## config.mk

```make
export PLATFORM = sky130hd
export DESIGN_NAME = mit_irq_ctrl
export DESIGN_NICKNAME = d
export VERILOG_FILES = /design/src/logic/mit_pkg.sv /design/src/logic/mit_irq_ctrl.sv
export SDC_FILE = /design/constraint.sdc
export NUM_CORES = 1
export LEC_CHECK = 0
export BUFFER_PORTS_ARGS = -buffer_cell sky130_fd_sc_hd__buf_2
export CAP_MARGIN = 0
export CORE_UTILIZATION = 50
export DETAILED_ROUTE_END_ITERATION = 10
export PLACE_DENSITY = 0.71
export SYNTH_ARGS = -nofsm -noshare
export SYNTH_HDL_FRONTEND = slang
export SYNTH_SLANG_ARGS = --single-unit
```

## constraint.sdc

```tcl
create_clock -name pclk -period 8.6 [get_ports pclk]
set_input_delay 0.86 -clock pclk [delete_from_list [all_inputs] [get_ports pclk]]
set_output_delay 0.86 -clock pclk [all_outputs]
set_load 0.01 [all_outputs]
```

## src/logic/mit_pkg.sv

```systemverilog
// Purpose: constants for the interrupt controller and time bases
// Assumes: APB slave, 32-bit data, byte addresses
// Notes: register map offsets are local choices where none exist
// Summary of operation
// External edge select: rising, falling, both, or disabled.
// Conversion done sets its flag; vector needs global and own enable.
// Servicing conversion clears its flag and global enable.
// Time base overflow sets its flag; vector needs global and own enable.
// No vector call while return stack is full.
// Servicing a time base clears its flag and global enable.
// Prescaler source: 00 sys, 01 sys/4, 10 sub clock, 11 crystal/8.
// Prescaler enable at bit 2; cleared stops prescaler output.
// Time base 0 uses prescaler 0, time base 1 prescaler 1.
// Period code selects 2^8 to 2^15 prescaler clocks.
// Time base runs only while bit 7 of its control is set.
// Serial module flag set on byte done, address match or time-out.
// Servicing serial module clears its flag and global enable.
// SPI byte done sets its flag; vector needs global and SPI enable.
// Servicing SPI clears its flag and global enable.
// Calendar flag set by time update, alarm or fixed-cycle timer.
// Servicing calendar clears its flag and global enable.
// Four grouped interrupts built from timer, low-voltage, EEPROM, UART.
// Group flag set whenever any included source flag becomes set; the code sets it only for a source whose own enable is set.
// Servicing group clears group flag only; software clears sources.
// Each timer raises compare A and compare P requests, own flag and enable.
// Flags set even with enable cleared; only vectoring suppressed.
// Rising edge of any flag requests wake-up, regardless of enables.
// Return-from-interrupt sets global enable; plain return leaves it.
// Simultaneous enabled requests granted one at a time by fixed priority.
package mit_pkg;
  // Byte offsets of registers
  localparam logic [7:0] MIT_PSC0_OFS = 8'h00;
  localparam logic [7:0] MIT_PSC1_OFS = 8'h04;
  localparam logic [7:0] MIT_TB0_OFS = 8'h08;
  localparam logic [7:0] MIT_TB1_OFS = 8'h0c;
  localparam logic [7:0] MIT_CTRL_OFS = 8'h10;
  localparam logic [7:0] MIT_FLAG_OFS = 8'h14;
  localparam logic [7:0] MIT_SRCF_OFS = 8'h18;
  localparam logic [7:0] MIT_SRCE_OFS = 8'h1c;
  localparam logic [7:0] MIT_GRANT_OFS = 8'h20;
  // Field positions
  localparam int MIT_PSC_ON_BIT = 2;
  localparam int MIT_TB_RUN_BIT = 7;
  localparam int MIT_GIE_BIT = 0;
  localparam int MIT_EDGE_LSB = 1;
  localparam int MIT_EN_LSB = 8;
  // Main vectored sources: ext, conv, tick0, tick1, serial, spi, calendar, group0..3
  localparam int MIT_NSRC = 11;
  localparam int MIT_I_EXT = 0;
  localparam int MIT_I_CONV = 1;
  localparam int MIT_I_TB0 = 2;
  localparam int MIT_I_TB1 = 3;
  localparam int MIT_I_SER = 4;
  localparam int MIT_I_SPI = 5;
  localparam int MIT_I_CAL = 6;
  localparam int MIT_I_GRP = 7;
  // Grouped sources: stm0..2 A/P, ptm0..1 A/P, lvd, eeprom, uart0, uart1
  localparam int MIT_NGSRC = 14;
  localparam logic [13:0] MIT_GRP0_MASK = 14'h003f;
  localparam logic [13:0] MIT_GRP1_MASK = 14'h03c0;
  localparam logic [13:0] MIT_GRP2_MASK = 14'h0c00;
  localparam logic [13:0] MIT_GRP3_MASK = 14'h3000;
  // Edge select codes
  localparam logic [1:0] MIT_EDGE_OFF = 2'h0;
  localparam logic [1:0] MIT_EDGE_RISE = 2'h1;
  localparam logic [1:0] MIT_EDGE_FALL = 2'h2;
  localparam logic [1:0] MIT_EDGE_BOTH = 2'h3;
  // Prescaler source codes
  localparam logic [1:0] MIT_SRC_SYS = 2'h0;
  localparam logic [1:0] MIT_SRC_SYS4 = 2'h1;
  localparam logic [1:0] MIT_SRC_SUB = 2'h2;
  localparam logic [1:0] MIT_SRC_LXT8 = 2'h3;
  localparam logic [1:0] MIT_SYS_DIV_LAST = 2'h3;
  localparam logic [2:0] MIT_LXT_DIV_LAST = 3'h7;
  localparam int MIT_PERIOD_BASE = 8;
  localparam int MIT_TB_CNT_W = 15;
  // Reset values
  localparam logic [7:0] MIT_CTRL8_RST = 8'h00;
endpackage : mit_pkg

```

## src/logic/mit_irq_ctrl.sv

```systemverilog
// Purpose: interrupt request flags, grouped interrupts, time bases, APB regs
// Assumes: sub and crystal clocks and pins are asynchronous, synchronised here
// Notes: grant is a one-cycle pulse; vector code equals granted source index
//
// The APB register port and the register addresses were decided locally.
`timescale 1ns/1ps
`default_nettype none
module mit_irq_ctrl
  import mit_pkg::*;
(
  input wire logic pclk,
  input wire logic presetn,
  input wire logic psel,
  input wire logic penable,
  input wire logic pwrite,
  input wire logic [7:0] paddr,
  input wire logic [31:0] pwdata,
  output logic [31:0] prdata,
  output logic pready,
  output logic pslverr,
  input wire logic ext_pin,
  input wire logic sub_clk_pin,
  input wire logic lxt_clk_pin,
  input wire logic conv_done,
  input wire logic serial_byte_done,
  input wire logic serial_addr_match,
  input wire logic serial_timeout,
  input wire logic spi_byte_done,
  input wire logic cal_update,
  input wire logic cal_alarm,
  input wire logic cal_cycle,
  input wire logic [MIT_NGSRC-1:0] group_src_event,
  input wire logic stack_full,
  input wire logic grant_ready,
  input wire logic return_from_irq,
  output logic irq_grant,
  output logic [3:0] irq_vector,
  output logic wake_req
);
  logic [2:0] ext_sync_q;
  logic [1:0] sub_sync_q;
  logic sub_prev_q;
  logic [1:0] lxt_sync_q;
  logic lxt_prev_q;
  logic [1:0] sys_div_q;
  logic [2:0] lxt_div_q;
  logic [7:0] psc_q [2];
  logic [7:0] tbc_q [2];
  logic [MIT_TB_CNT_W-1:0] tb_cnt_q [2];
  logic [1:0] tb_ovf;
  logic [1:0] psc_tick;
  logic gie_q;
  logic [1:0] ext_edge_select_q;
  logic [MIT_NSRC-1:0] en_q;
  logic [MIT_NSRC-1:0] flag_q;
  logic [MIT_NSRC-1:0] flag_prev_q;
  logic [MIT_NSRC-1:0] flag_set;
  logic [MIT_NSRC-1:0] svc_clr;
  logic [MIT_NSRC-1:0] sw_clr;
  logic [MIT_NGSRC-1:0] gsrc_flag_q;
  logic [MIT_NGSRC-1:0] gsrc_en_q;
  logic [MIT_NGSRC-1:0] gsrc_set;
  logic [MIT_NGSRC-1:0] gsrc_prev_q;
  logic [MIT_NGSRC-1:0] gsrc_clr;
  logic [13:0] grp_mask [4];
  logic ext_rise;
  logic ext_fall;
  logic ext_hit;
  logic [MIT_NSRC-1:0] pend;
  logic grant_d;
  logic [3:0] vec_d;
  logic wr_en;
  logic rd_en;
  logic [31:0] rdata_d;
  logic addr_ok;

  assign grp_mask[0] = MIT_GRP0_MASK;
  assign grp_mask[1] = MIT_GRP1_MASK;
  assign grp_mask[2] = MIT_GRP2_MASK;
  assign grp_mask[3] = MIT_GRP3_MASK;

  // Two-stage synchronisers; third stage of pin feeds edge detect
  always_ff @(posedge pclk or negedge presetn)
  begin
    if (!presetn)
    begin
      ext_sync_q <= 3'h0;
      sub_sync_q <= 2'h0;
      sub_prev_q <= 1'b0;
      lxt_sync_q <= 2'h0;
      lxt_prev_q <= 1'b0;
    end
    else
    begin
      ext_sync_q <= {ext_sync_q[1:0], ext_pin};
      sub_sync_q <= {sub_sync_q[0], sub_clk_pin};
      sub_prev_q <= sub_sync_q[1];
      lxt_sync_q <= {lxt_sync_q[0], lxt_clk_pin};
      lxt_prev_q <= lxt_sync_q[1];
    end
  end

  // External edge qualification
  assign ext_rise = ext_sync_q[1] & ~ext_sync_q[2];
  assign ext_fall = ~ext_sync_q[1] & ext_sync_q[2];
  always_comb
  begin
    case (ext_edge_select_q)
      MIT_EDGE_OFF: ext_hit = 1'b0;
      MIT_EDGE_RISE: ext_hit = ext_rise;
      MIT_EDGE_FALL: ext_hit = ext_fall;
      MIT_EDGE_BOTH: ext_hit = ext_rise | ext_fall;
      default: ext_hit = 1'b0;
    endcase
  end

  // Shared source dividers for sys/4 and crystal/8
  always_ff @(posedge pclk or negedge presetn)
  begin
    if (!presetn)
    begin
      sys_div_q <= 2'h0;
      lxt_div_q <= 3'h0;
    end
    else
    begin
      sys_div_q <= sys_div_q + 2'h1;
      if (lxt_sync_q[1] & ~lxt_prev_q)
        lxt_div_q <= lxt_div_q + 3'h1;
    end
  end

  // Prescalers and time bases, one per channel
  for (genvar i = 0; i < 2; i++)
  begin : g_tb
    logic raw_tick;
    logic [MIT_TB_CNT_W-1:0] last;
    always_comb
    begin
      case (psc_q[i][1:0])
        MIT_SRC_SYS: raw_tick = 1'b1;
        MIT_SRC_SYS4: raw_tick = (sys_div_q == MIT_SYS_DIV_LAST);
        MIT_SRC_SUB: raw_tick = sub_sync_q[1] & ~sub_prev_q;
        MIT_SRC_LXT8: raw_tick = lxt_sync_q[1] & ~lxt_prev_q & (lxt_div_q == MIT_LXT_DIV_LAST);
        default: raw_tick = 1'b0;
      endcase
    end
    assign psc_tick[i] = raw_tick & psc_q[i][MIT_PSC_ON_BIT];
    // Period 2^(8+code) ticks
    assign last = MIT_TB_CNT_W'((32'h1 << (MIT_PERIOD_BASE + int'(tbc_q[i][2:0]))) - 32'h1);
    assign tb_ovf[i] = tbc_q[i][MIT_TB_RUN_BIT] & psc_tick[i] & (tb_cnt_q[i] >= last);
    always_ff @(posedge pclk or negedge presetn)
    begin
      if (!presetn)
        tb_cnt_q[i] <= '0;
      else if (!tbc_q[i][MIT_TB_RUN_BIT])
        tb_cnt_q[i] <= '0;
      else if (tb_ovf[i])
        tb_cnt_q[i] <= '0;
      else if (psc_tick[i])
        tb_cnt_q[i] <= tb_cnt_q[i] + 1'b1;
    end
  end

  // APB decode; zero wait states
  assign wr_en = psel & penable & pwrite;
  assign rd_en = psel & penable & ~pwrite;
  assign pready = 1'b1;
  always_comb
  begin
    addr_ok = 1'b1;
    rdata_d = 32'h0;
    case (paddr)
      MIT_PSC0_OFS: rdata_d = {24'h0, psc_q[0]};
      MIT_PSC1_OFS: rdata_d = {24'h0, psc_q[1]};
      MIT_TB0_OFS: rdata_d = {24'h0, tbc_q[0]};
      MIT_TB1_OFS: rdata_d = {24'h0, tbc_q[1]};
      MIT_CTRL_OFS: rdata_d = {13'h0, en_q, 5'h0, ext_edge_select_q, gie_q};
      MIT_FLAG_OFS: rdata_d = {21'h0, flag_q};
      MIT_SRCF_OFS: rdata_d = {18'h0, gsrc_flag_q};
      MIT_SRCE_OFS: rdata_d = {18'h0, gsrc_en_q};
      MIT_GRANT_OFS: rdata_d = {28'h0, irq_vector};
      default: addr_ok = 1'b0;
    endcase
  end
  assign pslverr = psel & penable & ~addr_ok;

  // Read data register
  always_ff @(posedge pclk or negedge presetn)
  begin
    if (!presetn)
      prdata <= 32'h0;
    else if (psel & ~penable & ~pwrite)
      prdata <= rdata_d;
  end

  // Configuration registers; unused bits read zero
  always_ff @(posedge pclk or negedge presetn)
  begin
    if (!presetn)
    begin
      psc_q[0] <= MIT_CTRL8_RST;
      psc_q[1] <= MIT_CTRL8_RST;
      tbc_q[0] <= MIT_CTRL8_RST;
      tbc_q[1] <= MIT_CTRL8_RST;
      ext_edge_select_q <= MIT_EDGE_OFF;
      en_q <= '0;
      gsrc_en_q <= '0;
    end
    else if (wr_en)
    begin
      case (paddr)
        MIT_PSC0_OFS: psc_q[0] <= {5'h0, pwdata[2:0]};
        MIT_PSC1_OFS: psc_q[1] <= {5'h0, pwdata[2:0]};
        MIT_TB0_OFS: tbc_q[0] <= {pwdata[MIT_TB_RUN_BIT], 4'h0, pwdata[2:0]};
        MIT_TB1_OFS: tbc_q[1] <= {pwdata[MIT_TB_RUN_BIT], 4'h0, pwdata[2:0]};
        MIT_CTRL_OFS:
        begin
          ext_edge_select_q <= pwdata[MIT_EDGE_LSB +: 2];
          en_q <= pwdata[MIT_EN_LSB +: MIT_NSRC];
        end
        MIT_SRCE_OFS: gsrc_en_q <= pwdata[MIT_NGSRC-1:0];
        default: ;
      endcase
    end
  end

  // Grouped source flags; set wins over software clear, never auto-cleared
  assign gsrc_set = group_src_event;
  assign gsrc_clr = (wr_en && paddr == MIT_SRCF_OFS) ? pwdata[MIT_NGSRC-1:0] : '0;
  always_ff @(posedge pclk or negedge presetn)
  begin
    if (!presetn)
    begin
      gsrc_flag_q <= '0;
      gsrc_prev_q <= '0;
    end
    else
    begin
      gsrc_flag_q <= (gsrc_flag_q & ~gsrc_clr) | gsrc_set;
      gsrc_prev_q <= gsrc_flag_q;
    end
  end

  // Event sources for the main flags
  always_comb
  begin
    flag_set = '0;
    flag_set[MIT_I_EXT] = ext_hit;
    flag_set[MIT_I_CONV] = conv_done;
    flag_set[MIT_I_TB0] = tb_ovf[0];
    flag_set[MIT_I_TB1] = tb_ovf[1];
    flag_set[MIT_I_SER] = serial_byte_done | serial_addr_match | serial_timeout;
    flag_set[MIT_I_SPI] = spi_byte_done;
    flag_set[MIT_I_CAL] = cal_update | cal_alarm | cal_cycle;
    for (int g = 0; g < 4; g++)
      flag_set[MIT_I_GRP+g] = |(gsrc_flag_q & ~gsrc_prev_q & gsrc_en_q & grp_mask[g]);
  end

  // Pending and fixed priority grant, lowest index first
  assign pend = flag_q & en_q;
  always_comb
  begin
    grant_d = 1'b0;
    vec_d = 4'h0;
    svc_clr = '0;
    if (gie_q && !stack_full && grant_ready && !irq_grant)
    begin
      for (int k = MIT_NSRC-1; k >= 0; k--)
      begin
        if (pend[k])
        begin
          grant_d = 1'b1;
          vec_d = 4'(k);
        end
      end
      if (grant_d)
        svc_clr[vec_d] = 1'b1;
    end
  end

  // Main flags: hardware set wins over service or software clear
  assign sw_clr = (wr_en && paddr == MIT_FLAG_OFS) ? pwdata[MIT_NSRC-1:0] : '0;
  always_ff @(posedge pclk or negedge presetn)
  begin
    if (!presetn)
    begin
      flag_q <= '0;
      flag_prev_q <= '0;
    end
    else
    begin
      flag_q <= (flag_q & ~svc_clr & ~sw_clr) | flag_set;
      flag_prev_q <= flag_q;
    end
  end

  // Global enable: service clears, return-from-irq sets, software writes either value
  always_ff @(posedge pclk or negedge presetn)
  begin
    if (!presetn)
      gie_q <= 1'b0;
    else if (grant_d)
      gie_q <= 1'b0;
    else if (return_from_irq)
      gie_q <= 1'b1;
    else if (wr_en && paddr == MIT_CTRL_OFS)
      gie_q <= pwdata[MIT_GIE_BIT];
  end

  // Grant outputs and wake-up request
  always_ff @(posedge pclk or negedge presetn)
  begin
    if (!presetn)
    begin
      irq_grant <= 1'b0;
      irq_vector <= 4'h0;
      wake_req <= 1'b0;
    end
    else
    begin
      irq_grant <= grant_d;
      if (grant_d)
        irq_vector <= vec_d;
      wake_req <= |(flag_q & ~flag_prev_q) | |(gsrc_flag_q & ~gsrc_prev_q);
    end
  end

  // Checks
  stall_full_a: assert property (@(posedge pclk) disable iff (!presetn)
    stack_full |=> !irq_grant) else $error("grant while stack full");
  grant_gie_a: assert property (@(posedge pclk) disable iff (!presetn)
    irq_grant |-> !gie_q) else $error("global enable not cleared on service");
  grant_clr_a: assert property (@(posedge pclk) disable iff (!presetn)
    grant_d && !flag_set[vec_d] |=> !flag_q[irq_vector]) else $error("flag not cleared");
  event_flag_a: assert property (@(posedge pclk) disable iff (!presetn)
    conv_done |=> flag_q[MIT_I_CONV]) else $error("conversion flag missed");
  return_from_irq_set_a: assert property (@(posedge pclk) disable iff (!presetn)
    return_from_irq && !grant_d && !wr_en |=> gie_q) else $error("return did not enable");
  wake_rise_a: assert property (@(posedge pclk) disable iff (!presetn)
    $rose(flag_q[MIT_I_SPI]) |=> wake_req) else $error("no wake on flag rise");
  tb_stop_a: assert property (@(posedge pclk) disable iff (!presetn)
    !tbc_q[0][MIT_TB_RUN_BIT] |-> !tb_ovf[0] ##1 tb_cnt_q[0] == '0) else $error("time base runs while off");
  psc_off_a: assert property (@(posedge pclk) disable iff (!presetn)
    !psc_q[0][MIT_PSC_ON_BIT] && tbc_q[0][MIT_TB_RUN_BIT] |=> $stable(tb_cnt_q[0]))
    else $error("prescaler ticks while off");
  src_keep_a: assert property (@(posedge pclk) disable iff (!presetn)
    gsrc_flag_q[0] && gsrc_clr == '0 |=> gsrc_flag_q[0]) else $error("source flag auto-cleared");
endmodule : mit_irq_ctrl
`default_nettype wire

```

==> summary.md, run 1 <==
| Metric | Value |
|---|---|
| Status | `finished, final reports clean` |
| DRT Pass-1 Iters | `7` |
| Setup TNS | `0 ps` |
| Area leader, netlist | `dfrtp_1` |
| Post-synthesis cell count | `780` |
| Skew-Pair Late Insertion Delay | `430 ps` |
| Post-Layout Cell Count | `1077` |
| Ys async rst share | `100%` |
| Most common cell on crit path | `buf_2` |
| WP buf/inv | `3` |
| Worst hold path class | `reg -> reg` |
| Synth top area share | `50.2%` |
| CTS tree | `done` |
| Clk pwr share | `41.6%` |
| EDFF count, synth | `0` |
| Initial antenna violation count | `1` |
| Ports | `113` |
| Netlist area before placement | `8030 um^2` |
| Max Cap Violations | `0` |
| GP Congestion | `0.923` |
| Post-Place Cells | `1047` |
| CP cell instances | `buf_2 > inv_1 > nand2_1 > o21ai_0 > a31oi_1 > buf_2` |
| P&R area growth vs syn | `12.8%` |
| Max-slew headroom at the worst pin | `25.8%` |
| Sequential share of the synthesized area | `50.2%` |
| Clk slew on worst S/H paths | `60 ps` |
| Fin util | `58.7%` |
| Critical path peak fanout | `29` |
| CTS buffer count | `17` |
| Vias in the first global route | `6240` |
| Die ar. | `16600 um^2` |
| Synth Warn # | `0` |
| Root buffer cell | `clkbuf_16` |
| Worst-margin pin slew | `1110 ps` |
| Min Clock Period, post-route | `3570 ps` |
| Sequential power share | `50.5%` |
| Final #Nets | `950` |
| Setup CP Type | `in -> out` |
| Most frequent cell after synthesis | `dfrtp_1` |
| First-pass GRT wire length | `33400 um` |
| Synth Area per Inst | `10.3 um^2` |
| Yosys cell types | `68` |
| Fmax | `280 MHz` |
| Grt ovf | `0` |
| Largest net degree at the start of global routing | `100` |
| Top area cells in the synthesized netlist | `dfrtp_1 50%, mux2_2 5.8%, nand2_1 4.9%` |
| # setup viols final | `0` |
| Routed vias/inst | `6.04` |
| Initial core utilization | `52.0%` |
| CP top delay family | `buffers and inverters` |
| R2R depth | `11` |
| Final Max Tran Viols | `0` |
| # hold bufs at CTS | `0` |
| Critical Path AT | `2710 ps` |
| Die Ht | `129 um` |
| I/O Buffers | `85` |
| GRT Overall Usage | `26.6%` |
| DP HPWL | `14800 um` |
| Top FF cell, synth | `dfrtp_1` |
| Htree depth | `4` |
| PD cells | `178 nW/um^2` |
| Commonest cells in the netlist | `161 x dfrtp_1, 105 x nand2_1, 48 x nand3_1` |
| RSZ-0062 raised after global routing | `no` |
| Crit end category | `output pin` |
| Longest Clk Path Bufs | `2` |
| Vias | `6504` |
| Clk_skew | `11.2 ps` |
| Sw Pwr | `408 uW` |
| Seq cells post-synth | `161` |
| Drt drc | `0` |
| Gate power share | `8.0%` |
| Cts repair resizes | `0` |
| Pint | `1.21 mW` |
| Layout cell share with drive strength beyond 1 | `20.7%` |
| Final worst setup slack | `5030 ps` |
| Floorplan Core Area | `15400 um^2` |
| Leak | `4.09 nW` |
| ANT nets after route | `0` |
| Setup crit start kind | `input pin` |
| Final Cycle Share | `41.5%` |
| Postcts setup bufs | `0` |
| WL/cell | `19.3 um` |
| Sw frac | `25.2%` |
| CP max-delay cell | `buf_2` |
| Routed wire length | `20800 um` |
| Peak supply drop | `0.207 mV` |
| Worst hold stages | `0` |
| Initial DRC count | `548` |
| Tot Pwr | `1.61 mW` |
| Cell depth of the worst setup path | `6` |
| Final hold violation count | `0` |
| Data required, critical path | `7740 ps` |
| Clock Sink Count | `161` |
| Chip Width | `129 um` |
| Dpl ws | `5090 ps` |
| Core Rows | `45` |
| Crit-path max cell delay | `510 ps` |
-- logic make-up (layout without fill, tap and decap cells) --
group / Yosys count / count (layout) / share of synthesized area [%]
buffers and inverters: 75 / 148 / 4.63
AO/OA/AOI/OAI: 185 / 185 / 15.9
other: 2 / 15 / 0.0936
XOR/XNOR: 3 / 3 / 0.327
multiplexers: 46 / 46 / 6.53
adder cells (fa/ha/maj): 22 / 22 / 3.43
AND/OR/NAND/NOR: 286 / 286 / 18.8
flip-flops: 161 / 161 / 50.2
-- metrics by stage --
| step | hold WS, ps | area [um^2] |
|---|---|---|
| 2_1_floorplan | 331 | 8070 |
| 3_3_place_gp | 335 | 8540 |
| 3_5_place_dp | 337 | 8540 |
| 4_1_cts | 352 | 9050 |
| 5_1_grt | 359 | 9050 |
| 6_report | 349 | 9050 |
-- sequential cells by signal, indices dropped and copies added, names as in the netlist, 3 cells and up --
signal,cells
prdata,19
ext_sync_q,3
en_q,11
irq_vector,4
tb_cnt_q,30
tbc_q,8
gsrc_flag_q,14
flag_q,11
psc_q,6
gsrc_en_q,14
lxt_div_q,3
flag_prev_q,11
gsrc_prev_q,14
-- worst reg2reg max path: cells and delay by family, from the launching register on --
kind,cells,cell delay [ps]
compound gates,4,550
fa+ha+maj,2,490
flops,1,470
simple gates,5,1580
-- per-layer routing --
| layer | routed length, um | track usage [%] |
|---|---|---|
| met1 | 9290 | 38.1 |
| met2 | 9390 | 39.8 |
| met3 | 1710 | 6.36 |
| met4 | 363 | 8.37 |
| met5 | 0 | 0 |
-- placed cells by master, fill, tap and decap left out, types with 4 or more instances in the layout --
cell,instances
nand2b_1,4
o311ai_0,8
o22ai_1,9
conb_1,14
and4_1,5
nor2b_1,18
and2_1,4
and3_1,12
a22o_1,13
a22oi_1,15
mux2_2,41
a211oi_1,4
nand4_1,7
o31ai_1,8
clkinv_2,5
inv_1,30
buf_4,4
or3_1,7
dfrtp_1,161
nor3_1,20
a221oi_1,10
nor2_1,21
a31oi_1,9
ha_1,22
buf_2,84
a21o_1,25
nor3b_1,6
nand2_1,105
clkbuf_16,17
a21oi_1,22
mux2i_1,4
nand3_1,48
o21ai_0,40
-- worst paths after layout --
check / to / slack (ps) / startpoint
min in group asynchronous: tb_cnt_q[20] / 540 / presetn
max in group asynchronous: tbc_q[10] / 6690 / presetn
setup reg to reg: tb_cnt_q[24] / 5450 / tbc_q[9]
hold / removal: sub_sync_q[1] / 350 / sub_sync_q[0]
hold reg to reg: sub_sync_q[1] / 350 / sub_sync_q[0]
setup / recovery: pslverr / 5030 / paddr[2]
-- layout make-up --
cell class,count,area [um^2]
fill,1321,6370
sequential,161,4030
multi-input combinational,556,3680
timing repair buffer,89,462
clock buffer,19,443
tap,211,264
inverter,30,113
clock inverter,10,66.3
antenna,1,2.50
-- power by group through the flow --
stage | registers (mW) | logic [mW] | clock network (mW)
after floorplan | 0.820 | 0.0670 | 0
after global placement | 0.825 | 0.125 | 0
after detailed placement | 0.827 | 0.129 | 0
after CTS | 0.814 | 0.130 | 0.681
after global routing | 0.817 | 0.144 | 0.714
final | 0.815 | 0.129 | 0.671
(Power assumes the default switching activity.)
==> run 2, diff against run 1 <==
==> constraint.sdc (replaced) <==
create_clock -name pclk -period 3.3 [get_ports pclk]
set_input_delay 0.33 -clock pclk [delete_from_list [all_inputs] [get_ports pclk]]
set_output_delay 0.33 -clock pclk [all_outputs]
set_load 0.01 [all_outputs]
==> run 2 against run 1 <==
Effect of this change: flip-flop and latch count did not move; clock power rose to 3.0 times the previous value; non-clock buffer count rose by 12; routed wire length fell by 0.47%; first-iteration DRC count rose by 11%; combinational power rose to 2.7 times the previous value; hold slack got worse by 280 ps; clock skew rose by 8.6 ps; worst setup slack got worse by 4900 ps.
==> summary.md, run 2 (synthesis results as in run 1) <==
| Metric | Value |
|---|---|
| Initial DRC count | `606` |
| First-pass GRT wire length | `33400 um` |
| Largest Register | `tb_cnt_q` |
| Routed wire length | `20700 um` |
| Commonest non-fill, non-tap cell in the layout | `dfrtp_1` |
| Post-Layout Cell Count | `1093` |
| Vias | `6568` |
| Gate power share | `7.7%` |
| RSZ-0062 raised after global routing | `no` |
| Core Rows | `45` |
| DRT Pass-1 Iters | `5` |
| Longest Clk Path Bufs | `2` |
| CP max-delay cell | `or3_1` |
| WL/cell | `18.9 um` |
| P&R area growth vs syn | `15.5%` |
| Postcts setup bufs | `0` |
| Initial antenna violation count | `1` |
| CTS tree | `done` |
| Min Clock Period, post-route | `3120 ps` |
| R2r endpoint | `tb_cnt_q[29]` |
| Initial core utilization | `52.0%` |
| Worst hold path class | `in -> reg` |
| Chip Width | `129 um` |
| Final hold violation count | `0` |
| FF-to-FF setup slack | `180 ps` |
| Clk_skew | `19.8 ps` |
| Worst-margin pin slew | `916 ps` |
| GP Congestion | `0.899` |
| Pint | `3.42 mW` |
| Drt drc | `0` |
| Peak supply drop | `0.386 mV` |
| Clk slew on worst S/H paths | `70 ps` |
| Setup CP Type | `reg -> reg` |
| Htree depth | `4` |
| Final #Nets | `962` |
| Sw frac | `24.1%` |
| Fmax | `320 MHz` |
| Regs by FF count | `tb_cnt_q x30, prdata x19` |
| Largest register FFs | `30` |
| R2R depth | `11` |
| Crit end category | `flip-flop` |
| Status | `finished, final reports clean` |
| ANT nets after route | `0` |
| Root buffer cell | `clkbuf_16` |
| CP cell instances | `or3_1 > ha_1 > nor3_1 > a21o_1 > a21oi_1 > ha_1 > a21o_1 > a21oi_1 > nand3_1 > or3_1 > o21ai_0` |
| Hold Crit Start | `group_src_event[6]` |
| CTS buffer count | `17` |
| Post-Place Cells | `1055` |
| Floorplan Core Area | `15400 um^2` |
| Vias in the first global route | `6167` |
| Sw Pwr | `1.09 mW` |
| Clock Sink Count | `161` |
| Sequential power share | `47.0%` |
| Skew-Pair Late Insertion Delay | `440 ps` |
| Filler instances | `1282` |
| Highest-count cells in the layout ignoring fill and taps | `161 x dfrtp_1, 105 x nand2_1, 84 x buf_2, 48 x nand3_1, 41 x mux2_2` |
| Largest net degree at the start of global routing | `64` |
| Worst hold stages | `2` |
| Ports | `113` |
| Routed vias/inst | `6.01` |
| Leak | `4.20 nW` |
| Setup TNS | `0 ps` |
| Clk pwr share | `45.3%` |
| M1 WL | `9660 um` |
| Cts repair resizes | `0` |
| Die Ht | `129 um` |
| Layout cell share with drive strength beyond 1 | `21.6%` |
| I/O Buffers | `85` |
| PD cells | `486 nW/um^2` |
| Max Cap Violations | `0` |
| DP HPWL | `15000 um` |
| Worst r2r src | `tbc_q[9]` |
| Final Cycle Share | `94.6%` |
| Data required, critical path | `3640 ps` |
| Critical path peak fanout | `12` |
| Worst Hold Path EP | `gsrc_flag_q[6]` |
| Routed wl met2 | `9350 um` |
| Crit-path max cell delay | `470 ps` |
| Critical Path AT | `3460 ps` |
| Max-slew headroom at the worst pin | `38.4%` |
| Setup crit start kind | `flip-flop` |
| GRT Overall Usage | `26.6%` |
| Final Max Tran Viols | `0` |
| Top Metal Used | `met4` |
| # setup viols final | `0` |
| Die ar. | `16600 um^2` |
| Grt ovf | `0` |
| Routed wl met3 | `1390 um` |
| Hold Slack | `65.1 ps` |
[run 2: changes by cell type in the layout (fill, tap and decap cells not counted), sizes merged]
cell,change
diode,+1
clkinv,-1
bufinv,+3
clkinvlp,-1
dlygate4sd3,+4
buf,+8
clkbuf,+1
inv,+1
[run 2: power groups by stage]
stage / Clock [mW] / Sequential, mW / Combinational (mW)
finish: 2.04 / 2.12 / 0.346
global route: 2.16 / 2.13 / 0.389
CTS: 2.07 / 2.12 / 0.347
detailed placement: 0 / 2.15 / 0.343
global placement: 0 / 2.15 / 0.332
floorplan: 0 / 2.14 / 0.175
[run 2: per-layer routing]
layer | up-vias | global-route usage [%]
met4 | 0 | 8.17
met1 | 3264 | 39.0
met2 | 276 | 40.0
met5 | - | 0
li1 | 3004 | -
met3 | 24 | 5.16
[run 2: worst max path at each step]
| stage | start | end | cells past startpoint |
|---|---|---|---|
| 2_1_floorplan | tbc_q[8] | tb_cnt_q[16] | 14 |
| 3_3_place_gp | tbc_q[9] | tb_cnt_q[23] | 9 |
| 3_5_place_dp | tbc_q[9] | tb_cnt_q[29] | 11 |
| 4_1_cts | tbc_q[9] | tb_cnt_q[29] | 11 |
| 5_1_grt | tbc_q[9] | tb_cnt_q[20] | 10 |
| 6_report | tbc_q[9] | tb_cnt_q[29] | 11 |
[run 2: final cells by class]
cell class / instances / area, um^2 / share of cell area, %
Timing Repair Buffer: 101 / 574 / 6.19
Clock buffer: 20 / 457 / 4.92
Tap cell: 211 / 264 / 2.85
Antenna cell: 2 / 5.00 / 0.0540
Inverter: 30 / 113 / 1.21
Clock inverter: 12 / 156 / 1.69
Sequential cell: 161 / 4030 / 43.4
Multi-Input combinational cell: 556 / 3680 / 39.6
[run 2: stage by stage]
stage | power (mW) | utilization (%) | worst slack (ps) | instance area [um^2]
finish | 4.51 | 60.1 | 177 | 9270
global route | 4.67 | 60.1 | 1.82 | 9270
CTS | 4.53 | 60.1 | 242 | 9270
detailed placement | 2.50 | 55.8 | 255 | 8620
global placement | 2.48 | 55.8 | 428 | 8620
floorplan | 2.31 | - | 486 | 8070
[run 2: critical path, delay by kind of cell (launching register included)]
family | cells | cell delay (ps)
adder cells (fa/ha/maj) | 2 | 480
AND/OR/NAND/NOR | 4 | 1480
flip-flops | 1 | 450
AO/OA/AOI/OAI | 5 | 630
[run 2: what timing repair did]
action | 4_1_cts | 5_1_grt
endpoints found under the hold margin | 62 | 0
setup endpoints to repair | 0 | 0
hold buffers | 4 | 0
